## src/verilog/ocs_consts.svh

```systemverilog
// Constants of the clock select and oscillator control block.
// Included by the package and the design; definitions only.
`ifndef OCS_CONSTS_SVH
`define OCS_CONSTS_SVH

// ****************************************
// Register map (byte addresses)
// ****************************************
`define OCS_ADDR_W 12
`define OCS_TUNE_OFS 12'h000
`define OCS_CTRL_OFS 12'h004
`define OCS_T1_OFS 12'h008

// ****************************************
// Field positions
// ****************************************
`define OCS_TUNE_LFSS 7
`define OCS_TUNE_MEN 6
`define OCS_TRIM_HI 4
`define OCS_CTRL_IDLE 7
`define OCS_IFS_HI 6
`define OCS_IFS_LO 4
`define OCS_CTRL_PRDY 3
`define OCS_CTRL_ISTB 2
`define OCS_SCS_HI 1
`define OCS_T1_RUN 6
`define OCS_T1_OSCEN 3

// ****************************************
// Reset values and codes
// ****************************************
`define OCS_TRIM_RST 5'h00
`define OCS_IFS_RST 3'h4
`define OCS_SCS_RST 2'h0
`define OCS_FOSC_INT_A 4'h9
`define OCS_FOSC_INT_B 4'h8
`define OCS_FOSC_XPLL 4'h6
`define OCS_IFS_8M 3'h7
`define OCS_IFS_4M 3'h6
`define OCS_IFS_31K 3'h0
`define OCS_FAST_KHZ 16'h1F40
`define OCS_LF_KHZ 16'h001F
`define OCS_PLL_SHIFT 2

// ****************************************
// Switch pause, in source cycles
// ****************************************
`define OCS_OLD_TICKS 2
`define OCS_NEW_TICKS 3

`endif

```

## src/verilog/ocs_pkg.sv

```systemverilog
// Types shared by the clock select block and its bench.
// Assumes ocs_consts.svh is on the include path.
package ocs_pkg;
`include "ocs_consts.svh"

	// ****************************************
	// Clock sources and switch states
	// ****************************************
	typedef enum logic [1:0] {
		OCS_SRC_PRI = 2'b00,
		OCS_SRC_SEC = 2'b01,
		OCS_SRC_INT = 2'b10
	} ocs_src_t;

	typedef enum logic [1:0] {
		OCS_RUN = 2'b00,
		OCS_DRAIN = 2'b01,
		OCS_FILL = 2'b11
	} ocs_sw_state_t;

	// ****************************************
	// Oscillator status in, ticks in, control out
	// ****************************************
	typedef struct packed {
		logic ost_done;
		logic pll_lock;
		logic fast_stable;
		logic sec_running;
	} ocs_osc_status_t;

	typedef struct packed {
		logic pri;
		logic sec;
		logic intl;
	} ocs_tick_t;

	typedef struct packed {
		logic fast_en;
		logic slow_en;
		logic pll_en;
		logic div256;
		logic [2:0] postscale;
		logic [4:0] trim;
	} ocs_osc_ctrl_t;
endpackage

```

## src/verilog/ocs_clock_ctrl.sv

```systemverilog
// Clock source select, internal oscillator tuning and clock status.
// Assumes an AHB-Lite master as the only bus master, oscillator
// status levels from other domains, and per-source tick pulses
// already aligned to hclk.
//
// The AHB-Lite interface to the registers and the register offsets were left to the implementer.
`timescale 1ns/100ps
`include "ocs_consts.svh"

module ocs_clock_ctrl #(
	parameter int OLD_TICKS = `OCS_OLD_TICKS,
	parameter int NEW_TICKS = `OCS_NEW_TICKS
) (
	input wire logic hclk,
	input wire logic hresetn,
	input wire logic hsel,
	input wire logic [31:0] haddr,
	input wire logic [1:0] htrans,
	input wire logic hwrite,
	input wire logic [2:0] hsize,
	input wire logic [31:0] hwdata,
	input wire logic hready,
	output logic hreadyout,
	output logic hresp,
	output logic [31:0] hrdata,
	input wire logic [3:0] fosc_config,
	input wire ocs_pkg::ocs_osc_status_t osc_status,
	input wire ocs_pkg::ocs_tick_t osc_tick,
	input wire logic sleep_exec,
	output ocs_pkg::ocs_osc_ctrl_t osc_ctrl,
	output ocs_pkg::ocs_src_t clk_sel,
	output logic clk_gate,
	output logic [15:0] int_freq_khz,
	output logic enter_idle,
	output logic enter_sleep,
	output logic wdt_clk_from_slow_rc
);
	import ocs_pkg::*;

	// ****************************************
	// Elaboration checks
	// ****************************************
	// The pause counter is three bits wide
	if (OLD_TICKS < 1 || OLD_TICKS > 7) begin : g_bad_old
		$error("OLD_TICKS must lie in 1..7");
	end
	if (NEW_TICKS < 1 || NEW_TICKS > 7) begin : g_bad_new
		$error("NEW_TICKS must lie in 1..7");
	end

	localparam logic [2:0] OLD_LAST = 3'(OLD_TICKS - 1);
	localparam logic [2:0] NEW_LAST = 3'(NEW_TICKS - 1);

	// ****************************************
	// Functions
	// ****************************************
	// Clock select field to source
	function automatic ocs_src_t scs_decode(input logic [1:0] scs);
		ocs_src_t s;
		s = OCS_SRC_PRI;
		if (scs[1]) begin
			s = OCS_SRC_INT;
		end else if (scs[0]) begin
			s = OCS_SRC_SEC;
		end
		return s;
	endfunction

	// Tick of one source
	function automatic logic src_tick(input ocs_src_t s, input ocs_tick_t t);
		logic r;
		r = 1'b0;
		case (s)
			OCS_SRC_PRI: r = t.pri;
			OCS_SRC_SEC: r = t.sec;
			OCS_SRC_INT: r = t.intl;
			default: r = 1'b0;
		endcase
		return r;
	endfunction

	// ****************************************
	// Register state
	// ****************************************
	logic lf_source_select;
	logic multiplier_enable;
	logic [4:0] freq_trim;
	logic idle_on_sleep;
	logic [2:0] internal_freq_select;
	logic [1:0] system_clock_select;
	logic secondary_osc_enable;
	logic primary_ready_flag;
	logic internal_stable_flag;
	logic secondary_running_flag;

	// ****************************************
	// AHB-Lite slave
	// ****************************************
	logic dp_write;
	logic [`OCS_ADDR_W-1:0] dp_addr;
	wire addr_phase = hsel && hready && htrans[1];
	wire [`OCS_ADDR_W-1:0] ap_addr = haddr[`OCS_ADDR_W-1:0];
	wire hit_tune = dp_addr == `OCS_TUNE_OFS;
	wire hit_ctrl = dp_addr == `OCS_CTRL_OFS;
	wire hit_t1 = dp_addr == `OCS_T1_OFS;
	wire wr_tune = dp_write && hit_tune;
	wire wr_ctrl = dp_write && hit_ctrl;
	wire wr_t1 = dp_write && hit_t1;

	// Zero wait states, always OKAY
	assign hreadyout = 1'b1;
	assign hresp = 1'b0;

	// Capture the address phase of a write
	always_ff @(posedge hclk or negedge hresetn) begin
		if (!hresetn) begin
			dp_write <= 1'b0;
			dp_addr <= '0;
		end else begin
			dp_write <= addr_phase && hwrite;
			dp_addr <= ap_addr;
		end
	end

	// ****************************************
	// Multiplier gating
	// ****************************************
	wire cfg_internal = (fosc_config == `OCS_FOSC_INT_A) ||
		(fosc_config == `OCS_FOSC_INT_B);
	wire freq_ok = (internal_freq_select == `OCS_IFS_8M) ||
		(internal_freq_select == `OCS_IFS_4M);
	wire mult_allowed = cfg_internal && freq_ok;
	wire mult_eff = multiplier_enable && mult_allowed;
	wire [7:0] wtune = hwdata[7:0];
	// Writes are dropped and the bit falls back while not allowed
	wire next_mult_en = !mult_allowed ? 1'b0 :
		wr_tune ? wtune[`OCS_TUNE_MEN] : multiplier_enable;

	// ****************************************
	// Tuning register
	// ****************************************
	always_ff @(posedge hclk or negedge hresetn) begin
		if (!hresetn) begin
			lf_source_select <= 1'b0;
			freq_trim <= `OCS_TRIM_RST;
			multiplier_enable <= 1'b0;
		end else begin
			multiplier_enable <= next_mult_en;
			if (wr_tune) begin
				lf_source_select <= wtune[`OCS_TUNE_LFSS];
				freq_trim <= wtune[`OCS_TRIM_HI:0];
			end
		end
	end

	// ****************************************
	// Control and timer registers
	// ****************************************
	wire [7:0] wctrl = hwdata[7:0];
	wire [1:0] w_scs = wctrl[`OCS_SCS_HI:0];
	// A secondary request without its oscillator enabled is dropped
	wire scs_refused = (scs_decode(w_scs) == OCS_SRC_SEC) &&
		!secondary_osc_enable;

	always_ff @(posedge hclk or negedge hresetn) begin
		if (!hresetn) begin
			idle_on_sleep <= 1'b0;
			internal_freq_select <= `OCS_IFS_RST;
			system_clock_select <= `OCS_SCS_RST;
			secondary_osc_enable <= 1'b0;
		end else begin
			if (wr_ctrl) begin
				idle_on_sleep <= wctrl[`OCS_CTRL_IDLE];
				internal_freq_select <= wctrl[`OCS_IFS_HI:`OCS_IFS_LO];
				if (!scs_refused) begin
					system_clock_select <= w_scs;
				end
			end
			if (wr_t1) begin
				secondary_osc_enable <= hwdata[`OCS_T1_OSCEN];
			end
		end
	end

	// ****************************************
	// Status synchroniser
	// ****************************************
	// Levels come from free-running oscillator domains
	ocs_osc_status_t st_meta;
	ocs_osc_status_t st_sync;

	always_ff @(posedge hclk or negedge hresetn) begin
		if (!hresetn) begin
			st_meta <= '0;
			st_sync <= '0;
		end else begin
			st_meta <= osc_status;
			st_sync <= st_meta;
		end
	end

	// ****************************************
	// Glitch-free source switch
	// ****************************************
	ocs_sw_state_t sw_state;
	ocs_sw_state_t next_sw_state;
	ocs_src_t active_src;
	ocs_src_t next_active_src;
	logic [2:0] tick_cnt;
	logic [2:0] next_tick_cnt;
	wire ocs_src_t req_src = scs_decode(system_clock_select);
	wire cur_tick = src_tick(active_src, osc_tick);

	// Old source runs two cycles, then the new one three, clock held
	always_comb begin
		next_sw_state = sw_state;
		next_active_src = active_src;
		next_tick_cnt = tick_cnt;
		case (sw_state)
			OCS_RUN: begin
				if (req_src != active_src) begin
					next_sw_state = OCS_DRAIN;
					next_tick_cnt = 3'h0;
				end
			end
			OCS_DRAIN: begin
				if (cur_tick) begin
					next_tick_cnt = tick_cnt + 3'h1;
					if (tick_cnt == OLD_LAST) begin
						next_sw_state = OCS_FILL;
						next_active_src = req_src;
						next_tick_cnt = 3'h0;
					end
				end
			end
			OCS_FILL: begin
				if (cur_tick) begin
					next_tick_cnt = tick_cnt + 3'h1;
					if (tick_cnt == NEW_LAST) begin
						next_sw_state = OCS_RUN;
						next_tick_cnt = 3'h0;
					end
				end
			end
			default: begin
				next_sw_state = OCS_RUN;
				next_tick_cnt = 3'h0;
			end
		endcase
	end

	always_ff @(posedge hclk or negedge hresetn) begin
		if (!hresetn) begin
			sw_state <= OCS_RUN;
			active_src <= OCS_SRC_PRI;
			tick_cnt <= 3'h0;
		end else begin
			sw_state <= next_sw_state;
			active_src <= next_active_src;
			tick_cnt <= next_tick_cnt;
		end
	end

	// Device clock held while a switch is under way
	assign clk_gate = sw_state != OCS_RUN;
	assign clk_sel = active_src;

	// ****************************************
	// Oscillator controls
	// ****************************************
	wire slow_rc_low = (internal_freq_select == `OCS_IFS_31K) &&
		!lf_source_select;
	wire settled = sw_state == OCS_RUN;
	// Primary needs its multiplier lock when one is in use
	wire pll_needed = (fosc_config == `OCS_FOSC_XPLL) || mult_eff;
	wire next_prdy = settled && (active_src == OCS_SRC_PRI) &&
		st_sync.ost_done && (!pll_needed || st_sync.pll_lock);
	// Slow RC supply and an unsettled fast oscillator read as not stable
	wire next_istb = settled && (active_src == OCS_SRC_INT) &&
		!slow_rc_low && st_sync.fast_stable;
	wire next_secondary_running_flag = settled && (active_src == OCS_SRC_SEC) &&
		st_sync.sec_running;

	// Internal block frequency, nominal kHz
	wire [15:0] post_khz = `OCS_FAST_KHZ >> (3'h7 - internal_freq_select);
	wire [15:0] lf_khz = `OCS_LF_KHZ;
	wire [15:0] base_khz = (internal_freq_select == `OCS_IFS_31K) ? lf_khz : post_khz;
	wire [15:0] next_khz = mult_eff ? 16'(base_khz << `OCS_PLL_SHIFT) : base_khz;

	always_ff @(posedge hclk or negedge hresetn) begin
		if (!hresetn) begin
			osc_ctrl <= '0;
			int_freq_khz <= '0;
			primary_ready_flag <= 1'b0;
			internal_stable_flag <= 1'b0;
			secondary_running_flag <= 1'b0;
			wdt_clk_from_slow_rc <= 1'b0;
		end else begin
			osc_ctrl.fast_en <= !slow_rc_low;
			osc_ctrl.slow_en <= 1'b1;
			osc_ctrl.pll_en <= mult_eff;
			osc_ctrl.div256 <= lf_source_select;
			osc_ctrl.postscale <= internal_freq_select;
			osc_ctrl.trim <= freq_trim;
			int_freq_khz <= next_khz;
			// One source is active, so only one flag can rise
			primary_ready_flag <= next_prdy;
			internal_stable_flag <= next_istb;
			secondary_running_flag <= next_secondary_running_flag;
			wdt_clk_from_slow_rc <= 1'b1;
		end
	end

	// ****************************************
	// Sleep instruction
	// ****************************************
	always_ff @(posedge hclk or negedge hresetn) begin
		if (!hresetn) begin
			enter_idle <= 1'b0;
			enter_sleep <= 1'b0;
		end else begin
			enter_idle <= sleep_exec && idle_on_sleep;
			enter_sleep <= sleep_exec && !idle_on_sleep;
		end
	end

	// ****************************************
	// Read data
	// ****************************************
	// Enable bit reads its effective value, so it reads zero when refused
	wire [7:0] rd_tune = {lf_source_select, mult_eff, 1'b0, freq_trim};
	wire [7:0] rd_ctrl = {idle_on_sleep, internal_freq_select,
		primary_ready_flag, internal_stable_flag, system_clock_select};
	wire [7:0] rd_t1 = {1'b0, secondary_running_flag, 2'b00,
		secondary_osc_enable, 3'b000};
	wire [7:0] rd_sel = (ap_addr == `OCS_TUNE_OFS) ? rd_tune :
		(ap_addr == `OCS_CTRL_OFS) ? rd_ctrl :
		(ap_addr == `OCS_T1_OFS) ? rd_t1 : 8'h00;

	// Sampled in the address phase, stands through the data phase
	always_ff @(posedge hclk or negedge hresetn) begin
		if (!hresetn) begin
			hrdata <= 32'h00000000;
		end else if (addr_phase && !hwrite) begin
			hrdata <= {24'h000000, rd_sel};
		end
	end
endmodule

```

## config.mk

```make
export PLATFORM = sky130hd
export DESIGN_NAME = ocs_clock_ctrl
export DESIGN_NICKNAME = d
export VERILOG_FILES = /design/src/verilog/ocs_pkg.sv /design/src/verilog/ocs_clock_ctrl.sv
export VERILOG_INCLUDE_DIRS = /design/src /design/src/verilog
export SDC_FILE = /design/constraint.sdc
export NUM_CORES = 1
export LEC_CHECK = 0
export ABC_CLOCK_PERIOD_IN_PS = 1900
export BUFFER_PORTS_ARGS = -buffer_cell sky130_fd_sc_hd__buf_2
export CAP_MARGIN = 20
export CORE_UTILIZATION = 42
export DETAILED_ROUTE_END_ITERATION = 8
export PLACE_DENSITY = 0.87
export SETUP_SLACK_MARGIN = 0.5
export SLEW_MARGIN = 40
export SYNTH_ARGS = -nofsm -noshare
export SYNTH_HDL_FRONTEND = slang
export SYNTH_SLANG_ARGS = --single-unit
```

## constraint.sdc

```tcl
create_clock -name hclk -period 1.9 [get_ports hclk]
set_input_delay 0.19 -clock hclk [delete_from_list [all_inputs] [get_ports hclk]]
set_output_delay 0.19 -clock hclk [all_outputs]
set_load 0.03 [all_outputs]
```

==> run metrics, run 1 <==
dominant cell type by area after synthesis dfrtp_1; Setup CP Type reg2reg; hold_ws 0.0334 ns; CTS tree done; mapped cell area 3270 µm²; status finished with violations; HP Class in2reg; TritonRoute pass-1 iters 4; number of synthesized flops with an enable pin 0; routability cong. 0.807; met2 usage slightly below 30%; relative slew slack 52.9%; CP Capture Type flop; Main synth FF type dfrtp_1; number of I/O pins around 150; Die W 90.2 µm; Yosys cell types 43; PortBufs just under 80; warnings from Yosys 0; clock buffer count from CTS 9; Synth top area share 62.1%; DRC viols 0; # diodes 0; initial antenna violation count 0; asr flop ratio synth 100%; Startpoint Class flop; total grt overflow 0; Syn Area/Cell 12.1 µm²; Max Root-Sink Buffers 2; Leakage 2.18 nW; Total GRT Usage 17.9%; standard-cell rows 31; fill count 594; clk_lat worst skew 0.36 ns; Mapped Cells 269; Seq/Total Area, Yosys a little over three fifths; vias per cell around 4.9; Worst Path Max Fanout 2; M3 GR Usage 6.26%; Routed WL 7.05 mm; Design Power slightly above 4 mW; dpl hpwl 4.63 mm; global-route wire length before repair 11.2 mm; largest net degree at the start of global routing 42; clk_skew 0.00838 ns; drt wl/cell 14.4 µm; Max-Cap Viols 0; Area Growth Syn to Fin 34.3%; setup slack after layout -0.146 ns; RSZ-0062 raised after global routing true; Max rail drop VDD roughly 0.00070 V; Pwr Density 942 nW/µm²; max-slew violations 0; Final ANT Viol Nets 0; Worst EP required 2.14 ns; met1 Usage GRT 21.5%; achievable clock frequency approximately 490 MHz; part of the cycle the worst path needs 108%; clock-pin slew on the worst setup and hold paths 0.08 ns; Design Area, Final 4380 µm²; vias in the first global route 2324; core area ~7400 µm²; Chip Height between 90 and 100 µm; DR vias 2388; CP arrival between 2 and 2.5 ns; crit path time final 2.05 ns; failing checks setup timing; Nets 472; Area contributors post-synth dfrtp_1 (62%), buf_4 (6.4%), mux2_2 (3.1%); post-synthesis register bit count 82; Root Buffer clkbuf_8; final setup fails 12; drt initial violations 99; final hold violation count 0; H-tree depth 3; Die ar. 8130 µm²; Worst-Margin Slew 0.703 ns; global route hottest layer met2; Starting Density 44.3%; clock net sink count 82; DP Area between 3000 and 4000 µm²; share of layout cells above drive strength 1 41.9%
==> sequential cells by signal, summed over array words and instances (netlist names), 2 cells and up <==
name	flops
dp_addr	12
st_sync	4
clk_sel	2
sw_state	2
tick_cnt	3
osc_ctrl	11
st_meta	4
int_freq_khz	15
freq_trim	5
internal_freq_select	3
hrdata	8
system_clock_select	2
==> cells in the final DEF (no fill, tap or decap), drive strengths merged, types with 3 or more instances in the layout <==
master,netlist,routed
inv,10,12
nor2b,7,7
dfrtp,81,81
a21oi,7,7
clkinv,0,3
nand2b,5,5
nand3b,3,3
mux2,13,13
nand3,13,13
mux2i,3,3
o21ai,6,6
conb,2,28
dlygate4sd3,0,15
o2111ai,3,3
clkbuf,7,9
nand4,13,13
nand2,16,16
nor4,3,3
nor3,4,4
o211ai,3,3
nor2,12,12
or4,5,5
buf,32,104
==> final cells by class <==
cell class	count	area (µm²)	area share, %
Inverter	10	40.0	0.913
Timing Repair Buffer	119	771	17.6
Tap cell	99	124	2.83
Multi-Input combinational cell	164	1190	27.2
Sequential cell	82	2060	46.9
Clock inverter	7	76.3	1.74
Clock buffer	9	124	2.83
==> repair_timing <==
action	CTS	global route
endpoints found under the setup margin	29	31
setup buffers	8	4
resized for setup	20	20
endpoints found under the hold margin	51	0
hold buffers	15	0
pin swaps	5	10
==> synthesized netlist by cell type (3+ instances only) <==
cell type	instances
nand2b_1	5
clkbuf_1	7
nand4_1	13
nor2b_1	7
a21oi_1	7
mux2_2	9
dfrtp_1	81
buf_4	28
mux2i_1	3
nor2_1	12
or4_1	3
o211ai_1	3
nand2_1	16
mux2_4	4
inv_1	10
nand3_1	13
o2111ai_1	3
nand3b_1	3
nor3_1	4
o21ai_0	6
buf_2	3
nor4_1	3
==> final timing paths <==
check / from / end / slack, ns / depth (start not counted)
max in group asynchronous: hresetn / int_freq_khz[10]$_DFF_PN0_ / 0.89 / 3
min in group asynchronous: hresetn / wdt_clk_from_slow_rc$_DFF_PN0_ / 0.34 / 2
worst max-delay path: dp_addr[9]$_DFF_PN0_ / freq_trim[3]$_DFFE_PN0P_ / -0.15 / 6
worst max register to register: dp_addr[9]$_DFF_PN0_ / freq_trim[3]$_DFFE_PN0P_ / -0.15 / 6
worst min-delay path: haddr[3] / dp_addr[3]$_DFF_PN0_ / 0.03 / 1
worst min register to register: st_meta[1]$_DFF_PN0_ / st_sync[1]$_DFF_PN0_ / 0.35 / 0
==> per-layer routing <==
layer | up-vias | share of wire [%]
li1 | 1116 | -
met1 | 1143 | 40
met2 | 116 | 51
met3 | 13 | 6.7
met4 | 0 | 1.9
met5 | - | 0
==> cell families after synthesis <==
kind of cell | after synthesis | share of synthesized area, %
AO/OA/AOI/OAI | 29 | 6.05
XOR/XNOR | 1 | 0.268
buffers and inverters | 49 | 9.20
flip-flops | 82 | 62.9
multiplexers | 16 | 5.86
other | 2 | 0.230
AND/OR/NAND/NOR | 90 | 15.5
==> through the flow <==
stage,setup TNS [ns],util (%),setup WS (ns),cells
after floorplan,-0.161,-,-0.0457,295
after global placement,-0.826,51.2,-0.131,447
after detailed placement,-1.02,51.2,-0.152,447
after CTS,-0.853,57.8,-0.107,486
after global routing,-1.63,59.5,-0.184,490
final,-1.22,59.5,-0.146,490
==> worst max-delay path, stage by stage (launching register included) <==
cell and delay [ns]:
dfrtp_1 0.37, or4b_4 0.56, nor4_4 0.31, nor2b_4 0.21, buf_4 0.11, buf_4 0.09
mux2_4 0.28
==> report_power, final <==
group          switching (mW)  total [mW]  internal (mW)
sequential             0.0968        1.96           1.86
clock                   0.626        1.24          0.617
combinational           0.537       0.931          0.394
total                    1.26        4.13           2.87
No activity file was read; power rests on OpenSTA's default activity.
==> inputs of run 2 (changes only) <==
Settings changed: GPL_TIMING_DRIVEN set to 0, REMOVE_ABC_BUFFERS set to 1.
==> run metrics, run 2 (synthesis gave the netlist of run 1 again) <==
Routed WL between 7 and 8 mm; failing checks setup timing; Max-Cap Viols 0; commonest non-fill, non-tap cell in the layout dfrtp_1; Worst Path Max Fanout 7; Setup CP Type reg2reg; Startpoint Class flop; clk_skew 0.00814 ns; WP depth 4; pre-CTS setup slack -0.610 ns; TritonRoute pass-1 iters 4; RR Startpoint dp_addr[9]$_DFF_PN0_; CP Capture Type flop; RSZ-0062 raised after global routing true; most frequent cells in the layout dfrtp_1 (77), buf_2 (75), conb_1 (28), buf_4 (19), nand2_1 (16); final setup fails 13; final hold violation count 0; clock-pin slew on the worst setup and hold paths 0.08 ns; vias in the first global route 2346; flop-to-flop setup slack -0.15 ns; Die W 90.2 µm; Final ANT Viol Nets 0; Nets 470; Worst-Margin Slew ~0.74 ns; max-slew violations 0; Root Buffer clkbuf_8; Post-Layout Cell Count between 400 and 500; Chip Height 90.2 µm; Top Registers int_freq_khz x15, dp_addr x12, osc_ctrl x11; largest net degree at the start of global routing 45; routability cong. around 0.77; crit path capture internal_freq_select[1]$_DFFE_PN0P_; slowest stage cell, crit path or4b_4; setup slack after layout -0.150 ns; fin util 59.0%; Area Growth Syn to Fin 33.3%; # placed instances 435; dpl hpwl 4.43 mm; cell depth of the worst flop-to-flop path 4; global-route wire length before repair 11.4 mm; CP top delay family simple AND/OR/NAND/NOR gates; clock net sink count 82; Pwr Density 953 nW/µm²; Worst EP required between 2 and 2.5 ns; achievable clock frequency a little under 500 MHz; CP arrival 2.28 ns; DR vias 2418; hold_ws 0.0502 ns; PortBufs a little under 80; share of layout cells above drive strength 1 40.6%; drt initial violations 74; relative slew slack 50.4%; CTS tree done; Max rail drop VDD around 0.00043 V; Design Area, Final between 4000 and 5000 µm²; fill count 609; H-tree depth 3; Crit Reg-Reg Endpoint internal_freq_select[1]$_DFFE_PN0P_; total grt overflow 0; max reg flops 15; initial antenna violation count 0; Total GRT Usage 18.2%; core area approximately 7400 µm²; # diodes 0; largest register by flop count int_freq_khz; part of the cycle the worst path needs 108%; Starting Density 44.3%; worst path cell trace or4b_4 -> buf_4 -> or4_4 -> mux2_4; Leakage 2.17 nW; vias per cell 4.95; drt wl/cell 14.4 µm; clk_lat worst skew 0.35 ns; DP Area 3650 µm²; clock buffer count from CTS 9; status finished with violations; crit path time final 2.05 ns; HP Class in2reg; standard-cell rows 31; Critical path buffers and inverters 1; Max Root-Sink Buffers 2; CP max stage delay 0.56 ns; crit path from dp_addr[9]$_DFF_PN0_; Die ar. 8130 µm²; DRC viols 0; number of I/O pins 154
run 2: how the worst min path moves through the flow:
stage                              from                        endpoint  slack [ns]  depth (start not counted)
final                          haddr[3]            dp_addr[3]$_DFF_PN0_        0.05                          1
after global routing           haddr[3]            dp_addr[3]$_DFF_PN0_        0.04                          1
after CTS                      haddr[3]            dp_addr[3]$_DFF_PN0_        0.02                          1
after detailed placement        hresetn  wdt_clk_from_slow_rc$_DFF_PN0_        0.11                          1
after global placement    osc_status[3]            st_meta[3]$_DFF_PN0_        0.30                          1
after floorplan                 hresetn          clk_sel[0]$_DFFE_PN0P_       -0.11                          0
run 2: stage by stage:
step           setup TNS, ns  total power [mW]
4_1_cts               -0.725              4.08
5_1_grt                -1.80              4.34
2_1_floorplan          -2.71              2.40
3_3_place_gp          -10.28              2.57
6_report               -1.16              4.15
3_5_place_dp           -4.81              2.62
run 2: repair_timing:
| item | CTS | global route |
|---|---|---|
| buffers inserted | 13 | 9 |
| endpoints found under the hold margin | 51 | 0 |
| endpoints found under the setup margin | 39 | 38 |
| pin swaps | 6 | 11 |
| hold buffers | 15 | 0 |
| gates resized for setup | 26 | 20 |
run 2: cell type report:
| class | count | area [µm²] | area share, % |
|---|---|---|---|
| clock buffer | 11 | 141 | 3.25 |
| clock inverter | 5 | 63.8 | 1.47 |
| inverter | 10 | 40.0 | 0.920 |
| multi-input combinational | 164 | 1140 | 26.3 |
| sequential | 82 | 2060 | 47.3 |
| tap | 99 | 124 | 2.85 |
| timing repair buffer | 117 | 781 | 17.9 |
run 2: power by group:
| group | switching (mW) | internal, mW |
|---|---|---|
| clock network | 0.616 | 0.650 |
| registers | 0.104 | 1.86 |
| logic | 0.532 | 0.384 |
| total | 1.25 | 2.90 |
run 2: routing by layer:
layer	wire length (µm)	up-vias	track usage (%)	part of all wire [%]
met2	3730	104	32.3	53
li1	-	1117	-	-
met1	2760	1183	20.1	39
met4	140	0	9.01	2.0
met3	405	14	4.82	5.8
met5	0	-	0	0
